$ cat config.mk
export PLATFORM = sky130hd
export DESIGN_NAME = servo_fault_manager_led
export DESIGN_NICKNAME = d
export VERILOG_FILES = /design/src/fault_pkg.sv /design/src/led_cmd_if.sv /design/src/led_sequencer.sv /design/src/servo_fault_manager_led.sv
export SDC_FILE = /design/constraint.sdc
export NUM_CORES = 1
export LEC_CHECK = 0
export ABC_CLOCK_PERIOD_IN_PS = 7400
export BUFFER_PORTS_ARGS = -buffer_cell sky130_fd_sc_hd__buf_2
export CAP_MARGIN = 40
export CORE_MARGIN = 2
export CORE_UTILIZATION = 36
export CTS_CLUSTER_DIAMETER = 40
export DETAILED_ROUTE_END_ITERATION = 10
export PLACE_DENSITY = 0.55
export REMOVE_ABC_BUFFERS = 1
export SYNTH_ARGS = -nofsm -noshare
export SYNTH_HDL_FRONTEND = slang
export SYNTH_SLANG_ARGS = --single-unit
$ cat constraint.sdc
create_clock -name pclk -period 7.4 [get_ports pclk]
set_input_delay 0.37 -clock pclk [delete_from_list [all_inputs] [get_ports pclk]]
set_output_delay 0.37 -clock pclk [all_outputs]
set_load 0.01 [all_outputs]
$ cat src/fault_pkg.sv
// Shared constants, types and register map for the servo fault manager.
package fault_pkg;

	// Fault sources: bit i of a source vector carries fault code i + FIRST_CODE.
	localparam int NUM_SRC    = 19;
	localparam int FIRST_CODE = 2;
	localparam int CODE_W     = 5;

	typedef logic [CODE_W-1:0]              code_t;
	typedef logic [NUM_SRC-1:0]             src_t;
	typedef logic [NUM_SRC-1:0][CODE_W-1:0] order_t;

	localparam code_t CODE_NONE = 5'h01;

	localparam int SRC_DRIVE_IT = 2;
	localparam int SRC_BUS_OV   = 5;
	localparam int SRC_BUS_UV   = 6;

	// Bus over- and undervoltage reset themselves; every other source is latched.
	localparam src_t LATCH_CLASS_RESET = 19'h7FF9F;

	// Default priority: a lower fault code wins.
	function automatic order_t default_order();
		order_t o;
		for (int i = 0; i < NUM_SRC; i++) begin
			o[i] = code_t'(i + FIRST_CODE);
		end
		return o;
	endfunction : default_order

	localparam order_t PRIO_ORDER_DEFAULT = default_order();

	// Register map, byte addresses on an 8-bit APB address.
	localparam int ADDR_W = 8;
	localparam logic [7:0] ADDR_CTRL     = 8'h00;
	localparam logic [7:0] ADDR_STATUS   = 8'h04;
	localparam logic [7:0] ADDR_RAW      = 8'h08;
	localparam logic [7:0] ADDR_LATCHED  = 8'h0C;
	localparam logic [7:0] ADDR_CLASS    = 8'h10;
	localparam logic [7:0] ADDR_IRQ_STAT = 8'h14;
	localparam logic [7:0] ADDR_IRQ_MASK = 8'h18;

	localparam int         CTRL_SW_EN_BIT = 0;
	localparam int         CTRL_FOLD_BIT  = 1;
	localparam logic [1:0] CTRL_RESET     = 2'h1;

	localparam int STAT_CODE_LSB  = 0;
	localparam int STAT_STAGE_BIT = 8;
	localparam int STAT_FOLD_BIT  = 9;
	localparam int STAT_RECOV_BIT = 10;
	localparam int STAT_LED_BIT   = 11;
	localparam int STAT_MODE_LSB  = 12;

	localparam int         IRQ_W         = 3;
	localparam int         IRQ_FAULT_BIT = 0;
	localparam int         IRQ_READY_BIT = 1;
	localparam int         IRQ_FOLD_BIT  = 2;
	localparam logic [2:0] IRQ_MASK_RESET = 3'h0;

	localparam logic [6:0] PEAK_FULL_PCT = 7'h64;
	localparam logic [6:0] PEAK_FOLD_PCT = 7'h43;

	// Timing at a 100 MHz clock.
	localparam int CLK_HZ          = 100_000_000;
	localparam int RECOVER_MS      = 50;
	localparam int RECOVER_CYCLES  = RECOVER_MS * (CLK_HZ / 1000);
	localparam int FAST_HALF_MS    = 50;
	localparam int FAST_HALF_CYCLES = FAST_HALF_MS * (CLK_HZ / 1000);
	localparam int SLOW_HALF_MS    = 250;
	localparam int SLOW_HALF_CYCLES = SLOW_HALF_MS * (CLK_HZ / 1000);
	localparam int PAUSE_MS        = 1000;
	localparam int PAUSE_CYCLES    = PAUSE_MS * (CLK_HZ / 1000);

	typedef enum logic [1:0] {MODE_STEADY, MODE_FAST, MODE_CODE} led_mode_t;

endpackage : fault_pkg

$ cat src/led_cmd_if.sv
// Command and drive signals between the fault logic and the LED sequencer.
`timescale 1ns/100ps
interface led_cmd_if;
	fault_pkg::led_mode_t mode;
	fault_pkg::code_t     code;
	logic                 led;

	modport src (output mode, output code, input led);
	modport dst (input mode, input code, output led);
endinterface : led_cmd_if

$ cat src/led_sequencer.sv
// Status LED pattern generator: steady, fast blink, or counted bursts with a pause.
`timescale 1ns/100ps
module led_sequencer #(
	parameter int FAST_HALF  = fault_pkg::FAST_HALF_CYCLES,
	parameter int SLOW_HALF  = fault_pkg::SLOW_HALF_CYCLES,
	parameter int PAUSE_LEN  = fault_pkg::PAUSE_CYCLES
) (
	// Clock and reset
	input  wire logic pclk,
	input  wire logic presetn,
	// Command from the fault logic
	led_cmd_if.dst    cmd
);

	typedef enum logic [2:0] {ST_STEADY, ST_FAST, ST_PULSE_ON, ST_PULSE_OFF, ST_PAUSE} seq_t;

	seq_t                  state;
	seq_t                  next_state;
	logic [31:0]           cnt;
	logic [31:0]           next_cnt;
	fault_pkg::code_t      left;
	fault_pkg::code_t      next_left;
	logic                  led;
	logic                  next_led;
	logic                  in_burst;
	logic                  expired;

	assign expired  = (cnt == 32'h0);
	assign in_burst = (state == ST_PULSE_ON) || (state == ST_PULSE_OFF) || (state == ST_PAUSE);
	assign cmd.led  = led;

	always_comb begin
		next_state = state;
		next_cnt   = expired ? 32'h0 : cnt - 32'h1;
		next_left  = left;
		next_led   = led;
		case (cmd.mode)
			fault_pkg::MODE_STEADY: begin
				next_state = ST_STEADY;
				next_led   = 1'b1;
				next_cnt   = 32'h0;
			end
			fault_pkg::MODE_FAST: begin
				next_state = ST_FAST;
				if (state != ST_FAST || expired) begin
					next_cnt = 32'(FAST_HALF - 1);
					next_led = (state == ST_FAST) ? ~led : 1'b1;
				end
			end
			default: begin
				if (!in_burst) begin
					next_state = ST_PULSE_ON;
					next_left  = cmd.code;
					next_cnt   = 32'(SLOW_HALF - 1);
					next_led   = 1'b1;
				end else if (expired) begin
					case (state)
						ST_PULSE_ON: begin
							next_state = ST_PULSE_OFF;
							next_left  = left - 5'h01;
							next_cnt   = 32'(SLOW_HALF - 1);
							next_led   = 1'b0;
						end
						ST_PULSE_OFF: begin
							if (left == 5'h00) begin
								next_state = ST_PAUSE;
								next_cnt   = 32'(PAUSE_LEN - 1);
							end else begin
								next_state = ST_PULSE_ON;
								next_cnt   = 32'(SLOW_HALF - 1);
								next_led   = 1'b1;
							end
						end
						default: begin
							next_state = ST_PULSE_ON;
							next_left  = cmd.code;
							next_cnt   = 32'(SLOW_HALF - 1);
							next_led   = 1'b1;
						end
					endcase
				end
			end
		endcase
	end

	always_ff @(posedge pclk or negedge presetn) begin
		if (!presetn) begin
			state <= ST_FAST;
			cnt   <= 32'h0;
			left  <= 5'h00;
			led   <= 1'b0;
		end else begin
			state <= next_state;
			cnt   <= next_cnt;
			left  <= next_left;
			led   <= next_led;
		end
	end

endmodule : led_sequencer

$ cat src/servo_fault_manager_led.sv
// Fault supervision for a servo drive output stage with status LED and APB registers.
//
// Notes on behaviour
// LED steadily lit while output stage enabled and no fault active.
// LED blinks fast when no fault but output stage disabled.
// Faults shown as slow blink bursts with pause; blink count equals code.
// Codes 1 to 8: none, temperatures, current-time, battery, bus voltages.
// Codes 9 to 20: shorts, overcurrent, Hall, feedback unit, option card, position.
// Only latched-class fault sources are captured and held.
// Any fault disables the output stage and its code is displayed.
// Non-latched faults re-enable the stage automatically after they clear.
// Latched faults clear only by enable input disable or power cycle.
// Self-resetting faults keep the stage off 50 to 100 ms after clearing.
// With several faults active only the highest priority one is shown.
// After clearing and enable cycling the next remaining fault is shown.
// Drive current-time excess either folds peak limit to 67% or faults.
// Priority order is a parameter; lower code wins by default.
// Blink periods and pause length are parameters in clock cycles.
//
// Added by the designer: the register addresses and the APB register port.
`timescale 1ns/100ps
module servo_fault_manager_led #(
	parameter fault_pkg::order_t PRIO_ORDER  = fault_pkg::PRIO_ORDER_DEFAULT,
	parameter int               RECOVER_LEN = fault_pkg::RECOVER_CYCLES,
	parameter int               FAST_HALF   = fault_pkg::FAST_HALF_CYCLES,
	parameter int               SLOW_HALF   = fault_pkg::SLOW_HALF_CYCLES,
	parameter int               PAUSE_LEN   = fault_pkg::PAUSE_CYCLES
) (
	// Clock and reset
	input  wire logic        pclk,
	input  wire logic        presetn,
	// APB slave
	input  wire logic        psel,
	input  wire logic        penable,
	input  wire logic        pwrite,
	input  wire logic [7:0]  paddr,
	input  wire logic [31:0] pwdata,
	output logic      [31:0] prdata,
	output logic             pready,
	output logic             pslverr,
	// Protection detectors and hardware enable
	input  wire logic [18:0] fault_detect,
	input  wire logic        enable_n,
	// Output stage control
	output logic             stage_enable,
	output logic             foldback_active,
	output logic      [6:0]  peak_limit_pct,
	// Front panel and interrupt
	output logic             status_led,
	output logic             irq
);

	// Picks the highest priority active source as a fault code.
	function automatic fault_pkg::code_t pick_code(input fault_pkg::src_t act);
		fault_pkg::code_t c;
		int               idx;
		c = fault_pkg::CODE_NONE;
		for (int i = fault_pkg::NUM_SRC - 1; i >= 0; i--) begin
			idx = int'(PRIO_ORDER[i]) - fault_pkg::FIRST_CODE;
			if (idx >= 0 && idx < fault_pkg::NUM_SRC && act[idx]) begin
				c = PRIO_ORDER[i];
			end
		end
		return c;
	endfunction : pick_code

	// Register state.
	logic [1:0]                    ctrl;
	fault_pkg::src_t               latch_class;
	logic [fault_pkg::IRQ_W-1:0]   irq_status;
	logic [fault_pkg::IRQ_W-1:0]   irq_mask;

	// Fault state.
	fault_pkg::src_t               latched;
	fault_pkg::code_t              report_code;
	logic [31:0]                   recover_cnt;
	logic                          fault_any_q;
	logic                          stage_q;
	logic                          fold_q;

	// Decode and status wires.
	logic                          sw_enable;
	logic                          fold_enable;
	fault_pkg::src_t               fold_mask;
	fault_pkg::src_t               raw;
	fault_pkg::src_t               next_latched;
	fault_pkg::src_t               active;
	fault_pkg::src_t               self_active;
	logic                          fault_any;
	logic                          self_any;
	logic                          recovering;
	logic                          next_stage;
	logic                          next_fold;
	logic [31:0]                   next_recover;
	logic [fault_pkg::IRQ_W-1:0]   events;
	logic [fault_pkg::IRQ_W-1:0]   next_irq_status;

	// Terms shared by the stage, interrupt and LED paths.
	fault_pkg::src_t               new_latch;
	logic [fault_pkg::IRQ_W-1:0]   irq_clear;
	logic                          show_code;

	// Bus decode wires.
	logic                          bus_access;
	logic                          setup;
	logic                          rd_setup;
	logic                          wr_access;
	logic                          hit_ctrl;
	logic                          hit_status;
	logic                          hit_raw;
	logic                          hit_latched;
	logic                          hit_class;
	logic                          hit_irq_stat;
	logic                          hit_irq_mask;
	logic                          mapped;
	logic [31:0]                   status_word;
	logic [31:0]                   rd_data;

	led_cmd_if led_bus ();

	led_sequencer #(
		.FAST_HALF (FAST_HALF),
		.SLOW_HALF (SLOW_HALF),
		.PAUSE_LEN (PAUSE_LEN)
	) u_led (
		.pclk    (pclk),
		.presetn (presetn),
		.cmd     (led_bus.dst)
	);

	assign sw_enable   = ctrl[fault_pkg::CTRL_SW_EN_BIT];
	assign fold_enable = ctrl[fault_pkg::CTRL_FOLD_BIT];
	assign raw         = fault_fix(fault_detect);

	// Identity on the source vector; keeps the port width tied to the source type.
	function automatic fault_pkg::src_t fault_fix(input logic [18:0] v);
		return fault_pkg::src_t'(v);
	endfunction : fault_fix

	// With foldback selected, the drive current-time source limits current instead.
	assign fold_mask = fold_enable ? ~(fault_pkg::src_t'(1) << fault_pkg::SRC_DRIVE_IT)
	                               : {fault_pkg::NUM_SRC{1'b1}};
	assign next_fold = fold_enable & raw[fault_pkg::SRC_DRIVE_IT];

	// Latched sources are captured; a fresh detection wins over the enable clear.
	assign new_latch    = raw & latch_class & fold_mask;
	assign next_latched = (latched & {fault_pkg::NUM_SRC{~enable_n}}) | new_latch;

	// Non-latched sources count only while present.
	assign self_active = raw & ~latch_class & fold_mask;
	assign active      = latched | self_active;
	assign fault_any   = |active;
	assign self_any    = |self_active;

	// Recovery timer reloads while a self-resetting fault is present.
	// Reloading while the source stands makes the hold time count from the clear.
	assign next_recover = self_any ? 32'(RECOVER_LEN)
	                    : (recover_cnt == 32'h0) ? 32'h0 : recover_cnt - 32'h1;
	assign recovering   = (recover_cnt != 32'h0);

	// A latched source that is only now being captured already blocks the stage, so
	// the stage goes off on the first edge after the fault reaches its inputs.
	assign next_stage = ~enable_n & sw_enable & ~fault_any & ~(|new_latch)
	                  & ~recovering & ~self_any;

	assign events[fault_pkg::IRQ_FAULT_BIT] = fault_any & ~fault_any_q;
	assign events[fault_pkg::IRQ_READY_BIT] = next_stage & ~stage_q;
	assign events[fault_pkg::IRQ_FOLD_BIT]  = next_fold & ~fold_q;

	// Write-one-to-clear; a new event in the same cycle keeps its bit set.
	assign irq_clear       = (wr_access & hit_irq_stat) ? pwdata[fault_pkg::IRQ_W-1:0]
	                                                    : {fault_pkg::IRQ_W{1'b0}};
	assign next_irq_status = (irq_status & ~irq_clear) | events;

	// LED command: a fault code wins, then steady when running, else fast blink.
	assign show_code    = (report_code != fault_pkg::CODE_NONE);
	assign led_bus.mode = show_code ? fault_pkg::MODE_CODE
	                    : stage_q ? fault_pkg::MODE_STEADY
	                    : fault_pkg::MODE_FAST;
	assign led_bus.code = report_code;

	assign status_led      = led_bus.led;
	assign stage_enable    = stage_q;
	assign foldback_active = fold_q;
	assign irq             = |(irq_status & irq_mask);

	// APB decode; no wait states.
	assign bus_access   = psel & penable;
	assign setup        = psel & ~penable;
	assign rd_setup     = setup & ~pwrite;
	assign wr_access    = bus_access & pwrite;
	assign hit_ctrl     = (paddr == fault_pkg::ADDR_CTRL);
	assign hit_status   = (paddr == fault_pkg::ADDR_STATUS);
	assign hit_raw      = (paddr == fault_pkg::ADDR_RAW);
	assign hit_latched  = (paddr == fault_pkg::ADDR_LATCHED);
	assign hit_class    = (paddr == fault_pkg::ADDR_CLASS);
	assign hit_irq_stat = (paddr == fault_pkg::ADDR_IRQ_STAT);
	assign hit_irq_mask = (paddr == fault_pkg::ADDR_IRQ_MASK);
	assign mapped       = hit_ctrl | hit_status | hit_raw | hit_latched
	                    | hit_class | hit_irq_stat | hit_irq_mask;
	assign pready       = 1'b1;
	assign pslverr      = bus_access & ~mapped;

	always_comb begin
		status_word = 32'h0;
		status_word[fault_pkg::STAT_CODE_LSB +: fault_pkg::CODE_W] = report_code;
		status_word[fault_pkg::STAT_STAGE_BIT] = stage_q;
		status_word[fault_pkg::STAT_FOLD_BIT]  = fold_q;
		status_word[fault_pkg::STAT_RECOV_BIT] = recovering;
		status_word[fault_pkg::STAT_LED_BIT]   = led_bus.led;
		status_word[fault_pkg::STAT_MODE_LSB +: 2] = led_bus.mode;
	end

	assign rd_data = hit_ctrl     ? {30'h0, ctrl}
	               : hit_status   ? status_word
	               : hit_raw      ? {13'h0, raw}
	               : hit_latched  ? {13'h0, latched}
	               : hit_class    ? {13'h0, latch_class}
	               : hit_irq_stat ? {29'h0, irq_status}
	               : hit_irq_mask ? {29'h0, irq_mask}
	               : 32'h0;

	// Read data is captured in the setup cycle and stands through the access.
	always_ff @(posedge pclk or negedge presetn) begin
		if (!presetn) begin
			prdata <= 32'h0;
		end else if (rd_setup) begin
			prdata <= rd_data;
		end
	end

	// Writes touch only the implemented bits of each register.
	always_ff @(posedge pclk or negedge presetn) begin
		if (!presetn) begin
			ctrl <= fault_pkg::CTRL_RESET;
		end else if (wr_access && hit_ctrl) begin
			ctrl <= pwdata[1:0];
		end
	end

	always_ff @(posedge pclk or negedge presetn) begin
		if (!presetn) begin
			latch_class <= fault_pkg::LATCH_CLASS_RESET;
		end else if (wr_access && hit_class) begin
			latch_class <= pwdata[fault_pkg::NUM_SRC-1:0];
		end
	end

	always_ff @(posedge pclk or negedge presetn) begin
		if (!presetn) begin
			irq_mask <= fault_pkg::IRQ_MASK_RESET;
		end else if (wr_access && hit_irq_mask) begin
			irq_mask <= pwdata[fault_pkg::IRQ_W-1:0];
		end
	end

	always_ff @(posedge pclk or negedge presetn) begin
		if (!presetn) begin
			irq_status <= {fault_pkg::IRQ_W{1'b0}};
		end else begin
			irq_status <= next_irq_status;
		end
	end

	// Power-on reset stands for a control power cycle and clears every latched fault.
	always_ff @(posedge pclk or negedge presetn) begin
		if (!presetn) begin
			latched <= {fault_pkg::NUM_SRC{1'b0}};
		end else begin
			latched <= next_latched;
		end
	end

	always_ff @(posedge pclk or negedge presetn) begin
		if (!presetn) begin
			// The shown code tracks the live set, so the next remaining fault follows a clear.
			report_code <= fault_pkg::CODE_NONE;
		end else begin
			report_code <= pick_code(active);
		end
	end

	always_ff @(posedge pclk or negedge presetn) begin
		if (!presetn) begin
			recover_cnt <= 32'h0;
		end else begin
			recover_cnt <= next_recover;
		end
	end

	always_ff @(posedge pclk or negedge presetn) begin
		if (!presetn) begin
			stage_q <= 1'b0;
		end else begin
			stage_q <= next_stage;
		end
	end

	// Previous fault state, for the onset event.
	always_ff @(posedge pclk or negedge presetn) begin
		if (!presetn) begin
			fault_any_q <= 1'b0;
		end else begin
			fault_any_q <= fault_any;
		end
	end

	always_ff @(posedge pclk or negedge presetn) begin
		if (!presetn) begin
			fold_q <= 1'b0;
		end else begin
			fold_q <= next_fold;
		end
	end

	always_ff @(posedge pclk or negedge presetn) begin
		if (!presetn) begin
			peak_limit_pct <= fault_pkg::PEAK_FULL_PCT;
		end else begin
			peak_limit_pct <= next_fold ? fault_pkg::PEAK_FOLD_PCT
			                            : fault_pkg::PEAK_FULL_PCT;
		end
	end

endmodule : servo_fault_manager_led

==> summary.md, run 1 <==
| Metric | Value |
|---|---|
| Run status | finished, final reports clean |
| Final std cells w/o fill | 1,171 |
| Clock slew at reported path FFs | 70 ps |
| CP Max Fanout | 14 |
| Area share of the leading cell type in the synthesized netlist | between 40% and 50% |
| Cell types occupying the most area after synthesis | sky130_fd_sc_hd__dfrtp_1 (41%), sky130_fd_sc_hd__dfstp_2 (7.2%), sky130_fd_sc_hd__xnor2_1 (4.4%), sky130_fd_sc_hd__o21ai_0 (4.2%), sky130_fd_sc_hd__nor2_1 (4.1%) |
| Overall die height | ~150 µm |
| Fraction of registers with async set/reset | 100.0% |
| Number of enable-type register cells in the synthesized netlist | 0 |
| Routed wire length | 20,260 µm |
| HPWL after DPL | around 14,000 µm |
| Proportion of layout cells with a drive suffix above 1 | 20.42% |
| Wire length of the first global-routing pass | 32,910 µm |
| First-pass detailed-route iteration total | 5 |
| Longest individual stage delay on the worst path | 840 ps |
| Cell leakage power | approximately 0.0036 µW |
| Post-Syn Area per Cell | 9.583 µm² |
| Vias per inst | roughly 5.3 |
| Die Wd | 150.0 µm |
| Number of max-cap violations | 0 |
| Startpoint type of the worst setup path | flop |
| Critical path type | reg -> reg |
| Post-synthesis cell type count | 64 |
| Synth Register Bits | 147 |
| Post-synthesis sequential area ratio | about 48% |
| Cell with the biggest individual delay on the critical path | sky130_fd_sc_hd__or4_1 |
| Clock tree from TritonCTS | done |
| First-iteration detailed-routing DRC count | 399 |
| Diodes inserted | 0 |
| CTS Buf Count | 17 |
| Worst slew margin | a little over a third |
| Max Clock Skew | 11.10 ps |
| Critical path buffers and inverters | 0 |
| Count of boundary I/O pins | 110 |
| Synth area leader | sky130_fd_sc_hd__dfrtp_1 |
| Worst EP required | 7710 ps |
| Worst setup slack for register-to-register paths | 4300 ps |
| Clock period minus worst slack | 3100 ps |
| Clock sinks | approximately 150 |
| Family with the most delay on the worst path | simple AND/OR/NAND/NOR gates |
| Worst skew pair latency | 430 ps |
| Transition at the pin with the smallest max-transition slack | 946.5 ps |
| Power per unit of standard cell area | 237.9 nW/µm² |
| Clock root cell | sky130_fd_sc_hd__clkbuf_16 |
| Post-synth top flop | sky130_fd_sc_hd__dfrtp_1 |
| Post-layout worst setup margin | 4300 ps |
| Setup WS pre-CTS | 4316 ps |
| Die area | 22,510 µm² |
| Final worst path period share | between 40% and 50% |
| Worst Setup End Kind | flop |
| Dominant cell by count in the synthesized netlist | sky130_fd_sc_hd__dfrtp_1 |
| Placed instance count | 1,138 |
| Initial standard-cell utilization of the core | 36.63% |
| Worst Path Arrival | roughly 3400 ps |
| Resized cells post-CTS | 0 |
| Worst-case vdd ir drop | 169.4 µV |
| Nets | 952 |
| Row count | 53 |
| Number of global-route vias before repair | 5,984 |
| Max Clock Freq | 322.6 MHz |
| Number of antenna violations at the first check in global routing | 0 |
| Cell-by-cell listing of the critical path | nor4_1, nand4_1, or4_1, a21oi_2, nand2b_4, mux2_4 |
| Growth of design area from synthesis to finish | 16.01% |
| Avg WL per Cell | 17.30 µm |
| GRT Util Overall | a little under a fifth |
| Final weighted congestion of routability-driven global placement | 0.8096 |
| # H-tree levels | 4 |
| Final count of hold timing violations | 0 |
| Overall overflow remaining after global route | 0 |
| Final slew viol count | 0 |
| Floorplan Core Area | 20,960 µm² |
| Maximum buffer depth of the clock tree | 2 |
| Number of port buffers | between 70 and 80 |
| Worst hold path type | in -> reg |
| Total number of yosys warnings | 0 |
| Total vias in the final route | 6,176 |
| Area of the mapped netlist | 7676 µm² |
| DRC Markers | 0 |
| Number of antenna-violating nets in the routed design | 0 |
| Total Neg Setup Slack | 0 ps |
| Most frequent cells after synthesis | sky130_fd_sc_hd__dfrtp_1 (126), sky130_fd_sc_hd__nor2_1 (84), sky130_fd_sc_hd__nand2_1 (80) |
| Finish-stage setup viols | 0 |
| Syn Inst Count | 801 |
| Setup repair after global routing missed its margin | false |
| Maximum number of pins on one net before global-route repair | 58 |
## flip-flops by register name, summed over array words and instances (netlist names), 3 cells and up
register / flops
led_bus.code: 5
u_led.cnt: 32
irq_mask: 3
irq_status: 3
recover_cnt: 32
latch_class: 19
latched: 19
u_led.left: 5
u_led.state: 3
prdata: 19
## routing by layer
metal | global-route usage, % | up-vias | share of wire [%]
li1 | - | 3015 | -
met4 | 5.755 | 0 | 1.6
met3 | 4.390 | 26 | 3.7
met5 | 0 | - | 0
met1 | 25.90 | 2998 | 48
met2 | 29.57 | 137 | 46
## kinds of logic (layout without fill, tap and decap cells)
family                     count (synthesis)  count (layout)  share of synthesized area [%]
AOI/OAI and AO/OA                        158             158                          13.19
xor gates and xnor gates                  56              56                          6.390
adders and majority gates                  4               4                         0.6520
buffers and inverters                     76             156                          4.939
DFF                                      147             147                          48.26
muxes                                     29              29                          4.238
other                                      2              17                        0.09784
and+or+nand+nor                          329             329                          22.23
## report_power, final
group / internal, µW / switching, µW
Clock: 457 / 390
Sequential: 877 / 68.9
Combinational: 132 / 193
Total: 1470 / 653
## path summary, 6_finish.rpt
kind / start / end / cells after the start
max in group asynchronous: presetn / recover_cnt[18] / 3
min in group asynchronous: presetn / u_led.cnt[13] / 2
worst min-delay path: pwdata[9] / latch_class[9] / 2
worst max-delay path: u_led.cnt[12] / u_led.cmd.led / 6
worst max register to register: u_led.cnt[12] / u_led.cmd.led / 6
worst min register to register: fault_any_q / irq_status[0] / 1
## cell usage in the layout (no fill, tap or decap), drive strengths merged, types with 19 or more instances in the layout
cell    synthesis  final
nor4           34     34
clkbuf         15     19
nor2b          22     22
buf            27     87
dfstp          21     21
mux2           25     25
dfrtp         126    126
xnor2          39     39
inv            34     43
nand2          80     80
nor3           28     28
o21ai          67     67
a21oi          26     26
nor2           85     85
## final cells by class
type	instances	area (µm²)
Tap cell	275	344.1
Clock inverter	13	131.4
Inverter	34	127.6
Timing Repair Buffer	90	500.5
Multi-Input combinational cell	593	3654
Sequential cell	147	3705
Fill cell	2118	12050
Clock buffer	19	442.9
## timing repair
item	4_1_cts	5_1_grt
hold buffers	1	0
hold endpoints to repair	50	0
setup buffers	0	0
## stage by stage
stage	instance area, µm²	power (µW)	hold WS (ps)	utilization [%]
5_1_grt	8905	2233	146.2	42.49
6_report	8905	2118	166.2	42.49
3_5_place_dp	8320	1284	367.6	39.71
3_3_place_gp	8284	1279	372.3	39.53
4_1_cts	8905	2136	152.6	42.49
2_1_floorplan	7481	1158	74.41	-
Note: power is estimated with default switching activity, not from simulation.
==> run 2, diff against run 1 <==
Settings changed: ABC_AREA from default to 1, ABC_CLOCK_PERIOD_IN_PS 7400 to 3150.
Clock period 7.4 ns to 3.15 ns, I/O delays scaled along.
==> summary.md, run 2 <==
| Metric | Value |
|---|---|
| Area of the mapped netlist | 7991 µm² (+4.1%) |
| Number of antenna-violating nets in the routed design | 0 (unchanged) |
| Worst Path Arrival | 2650 ps (-760 ps) |
| Initial standard-cell utilization of the core | 36.62% (about the same) |
| Final core area utilization | 43.56% (+1.1 points) |
| Wire length of the first global-routing pass | 33,770 µm (+2.6%) |
| Power per unit of standard cell area | 531.2 nW/µm² (+120%) |
| First-pass detailed-route iteration total | 5 (unchanged) |
| Total number of yosys warnings | 0 (unchanged) |
| Growth of design area from synthesis to finish | 18.94% |
| CP Max Fanout | 4 (-10) |
| Post-synthesis cell type count | 49 (-23%) |
| Storage cell area | 3705 µm² (unchanged) |
| Worst slew margin | 54.82% (+18 points) |
| Area share of the leading cell type in the synthesized netlist | 39.46% (-1.6 points) |
| Count of boundary I/O pins | 110 (unchanged) |
| DRC Markers | 0 (unchanged) |
| Net Sw Power | 1406 µW (+120%) |
| Run status | finished, final reports clean |
| Number of port buffers | 79 (unchanged) |
| Worst Setup End Kind | flop |
| Critical path type | reg -> reg |
| Transition at the pin with the smallest max-transition slack | 672.5 ps (-274.0 ps) |
| GRT Util Overall | 18.03% (-0.82 points) |
| Diodes inserted | 0 (unchanged) |
| HPWL after DPL | 15,040 µm (+3.9%) |
| Post-synthesis sequential area ratio | 46.36% (-1.9 points) |
| Post-Syn Area per Cell | 8.048 µm² (-16%) |
| Worst skew pair latency | 420 ps (about the same) |
| Cell area after placement | 8660 µm² (+4.1%) |
| Fraction of registers with async set/reset | 100.0% (unchanged) |
| Clock share of power | 43.0% (+3.0 points) |
| Number of antenna violations at the first check in global routing | 0 (unchanged) |
| Clock slew at reported path FFs | 60 ps (about the same) |
| Final weighted congestion of routability-driven global placement | 0.8567 (+5.8%) |
| Post-synth top flop | sky130_fd_sc_hd__dfrtp_1 |
| Internal power | 3644 µW (+150%) |
| Non-Filler Cell Area, Final | 9505 µm² (+6.7%) |
| Total Neg Setup Slack | 0 ps (unchanged) |
| Worst-case vdd ir drop | 258.0 µV (+52%) |
| Clock period minus worst slack | 2346 ps (-754.0 ps) |
| Clock tree from TritonCTS | done |
| Number of max-cap violations | 0 (unchanged) |
| # H-tree levels | 4 (unchanged) |
| Switching power as a share of total power | 27.84% (-3.0 points) |
| Finish-stage setup viols | 0 (unchanged) |
| Routed wire length | 20,440 µm (+0.89%) |
| Clock root cell | sky130_fd_sc_hd__clkbuf_16 |
| Count of hold buffers inserted by post-cts repair | 21 (+20) |
| Cell types occupying the most area after synthesis | sky130_fd_sc_hd__dfrtp_1 (39%), sky130_fd_sc_hd__nand2_1 (7.9%), sky130_fd_sc_hd__dfstp_2 (6.9%), sky130_fd_sc_hd__o21ai_0 (6.7%), sky130_fd_sc_hd__inv_1 (6.4%) |
| Share of power burned in combinational logic | 15.1% (-0.2 points) |
| Number of enable-type register cells in the synthesized netlist | 0 (unchanged) |
| Final count of hold timing violations | 0 (unchanged) |
| Nets | 1,169 (+23%) |
| Maximum number of pins on one net before global-route repair | 99 (+71%) |
| Largest registers in the final layout | recover_cnt x32, u_led.cnt x32 |
| Row count | 54 (+1.9%) |
| Dominant cell by count in the synthesized netlist | sky130_fd_sc_hd__nand2_1 |
| Cell leakage power | 0.004519 µW (+25%) |
| Max Clock Freq | 426.3 MHz (+32%) |
| Syn Inst Count | 993 (+24%) |
| Area of combinational cells with multiple inputs | 3612 µm² (-1.1%) |
| Overall overflow remaining after global route | 0 (unchanged) |
| Floorplan Core Area | 21,820 µm² (+4.1%) |
| Proportion of layout cells with a drive suffix above 1 | 16.80% (-3.6 points) |
| Clock sinks | 147 (unchanged) |
| Synth area leader | sky130_fd_sc_hd__dfrtp_1 |
| Maximum buffer depth of the clock tree | 2 (unchanged) |
| Vias per inst | 4.841 (-8.2%) |
| CTS Buf Count | 17 (unchanged) |
| First-iteration detailed-routing DRC count | 427 (+7.0%) |
| Die area | 23,410 µm² (+4.0%) |
| Final slew viol count | 0 (unchanged) |
| Synth Register Bits | 147 (unchanged) |
| Sequential share of power | 41.9% (-2.8 points) |
| Worst EP required | 3450 ps (-4260 ps) |
| Resized cells post-CTS | 0 (unchanged) |
| Post-layout worst setup margin | 804.3 ps (-3496 ps) |
| Setup WS pre-CTS | 804.9 ps (-3511 ps) |
| Overall die height | 153.0 µm (+2.0%) |
| Setup repair after global routing missed its margin | false |
| Most common cell after layout, fill and taps aside | sky130_fd_sc_hd__nand2_1 |
| Max Clock Skew | 8.276 ps (-2.826 ps) |
| Filler Cell Count | 2,241 (+5.8%) |
| Number of global-route vias before repair | 6,521 (+9.0%) |
| Die Wd | 153.0 µm (+2.0%) |
| Startpoint type of the worst setup path | flop |
| Final worst path period share | 74.47% (+33 points) |
| Most frequent cells after synthesis | sky130_fd_sc_hd__nand2_1 (168), sky130_fd_sc_hd__inv_1 (136), sky130_fd_sc_hd__nor2_1 (134) |
| Worst hold path type | in -> reg |
| Total vias in the final route | 6,744 (+9.2%) |
| Commonest cells after routing, fill and taps aside | sky130_fd_sc_hd__nand2_1 (168), sky130_fd_sc_hd__inv_1 (136), sky130_fd_sc_hd__nor2_1 (134) |
| Setup repair bufs after CTS | 0 (unchanged) |
| Avg WL per Cell | 14.68 µm (-15%) |
-- run 2: changes by cell type after synthesis, moves of 12 or more --
| cell | change |
|---|---|
| sky130_fd_sc_hd__a222oi_1 | -16 |
| sky130_fd_sc_hd__xor2_1 | +12 |
| sky130_fd_sc_hd__nor2_1 | +50 |
| sky130_fd_sc_hd__xnor2_1 | -18 |
| sky130_fd_sc_hd__o22ai_1 | +12 |
| sky130_fd_sc_hd__a21oi_1 | +28 |
| sky130_fd_sc_hd__nor4_1 | -23 |
| sky130_fd_sc_hd__o21ai_0 | +42 |
| sky130_fd_sc_hd__mux2_2 | -22 |
| sky130_fd_sc_hd__inv_1 | +102 |
| sky130_fd_sc_hd__nor2b_1 | -22 |
| sky130_fd_sc_hd__nand2_1 | +88 |
-- run 2: logic make-up (layout without fill, tap and decap cells) --
family,Yosys count,after routing,share of synthesized area [%]
compound gates,202,202,13.78
xor+xnor,50,50,5.480
fa+ha+maj,4,4,0.6263
buf+inv,174,279,9.143
flops,147,147,46.36
mux,2,2,0.2818
other cells,2,17,0.09398
simple gates,412,412,24.24
-- run 2: through the flow --
stage               std cells  power, µW  hold slack (ps)
global route             1393       5308            21.17
global placement         1340       2888            147.6
finish                   1393       5050            7.632
CTS                      1393       5103           0.5169
detailed placement       1340       2895            143.3
floorplan                 974       2630           -138.1
-- run 2: worst max-delay path: stages (launching register included) --
cell and delay, ps:
sky130_fd_sc_hd__dfrtp_1 370, sky130_fd_sc_hd__inv_1 80, sky130_fd_sc_hd__ha_1 230, sky130_fd_sc_hd__nand2_2 110
sky130_fd_sc_hd__nor2_4 210, sky130_fd_sc_hd__nand2_4 110, sky130_fd_sc_hd__nor4_4 220, sky130_fd_sc_hd__nand3_1 180
sky130_fd_sc_hd__nor2_1 190, sky130_fd_sc_hd__nand4_1 180, sky130_fd_sc_hd__a21oi_1 250, sky130_fd_sc_hd__o21ai_0 110
-- run 2: metal layers --
layer  track usage [%]  up-vias  part of all wire (%)
met2             27.20      158                    44
met4             5.820        0                   1.5
met3             3.657       24                   4.6
met1             26.02     3160                    50
li1                  -     3402                     -
met5                 0        -                     0
-- run 2: area by class of cell --
class | instances | share of cell area, %
Timing Repair Buffer | 107 | 7.121
Inverter | 140 | 5.528
Clock inverter | 13 | 1.922
Clock buffer | 19 | 4.765
Tap cell | 280 | 3.686
Sequential cell | 147 | 38.98
Multi-Input combinational cell | 687 | 38.00
-- run 2: worst paths after layout --
path,from,endpoint,slack [ps],cells past startpoint
worst max-delay path,u_led.cnt[0],u_led.cnt[11],800,11
worst min-delay path,fault_detect[18],latched[18],8,3
worst max register to register,u_led.cnt[0],u_led.cnt[11],800,11
worst min register to register,fault_any_q,irq_status[0],450,1
max in group asynchronous,presetn,ctrl[0],2010,3
min in group asynchronous,presetn,u_led.cnt[29],250,2
-- run 2: power by group through the flow --
stage	combinational [µW]	clock (µW)	sequential [µW]
floorplan	503	0	2130
global placement	742	0	2150
detailed placement	749	0	2150
CTS	772	2220	2120
global route	883	2290	2130
finish	764	2170	2120
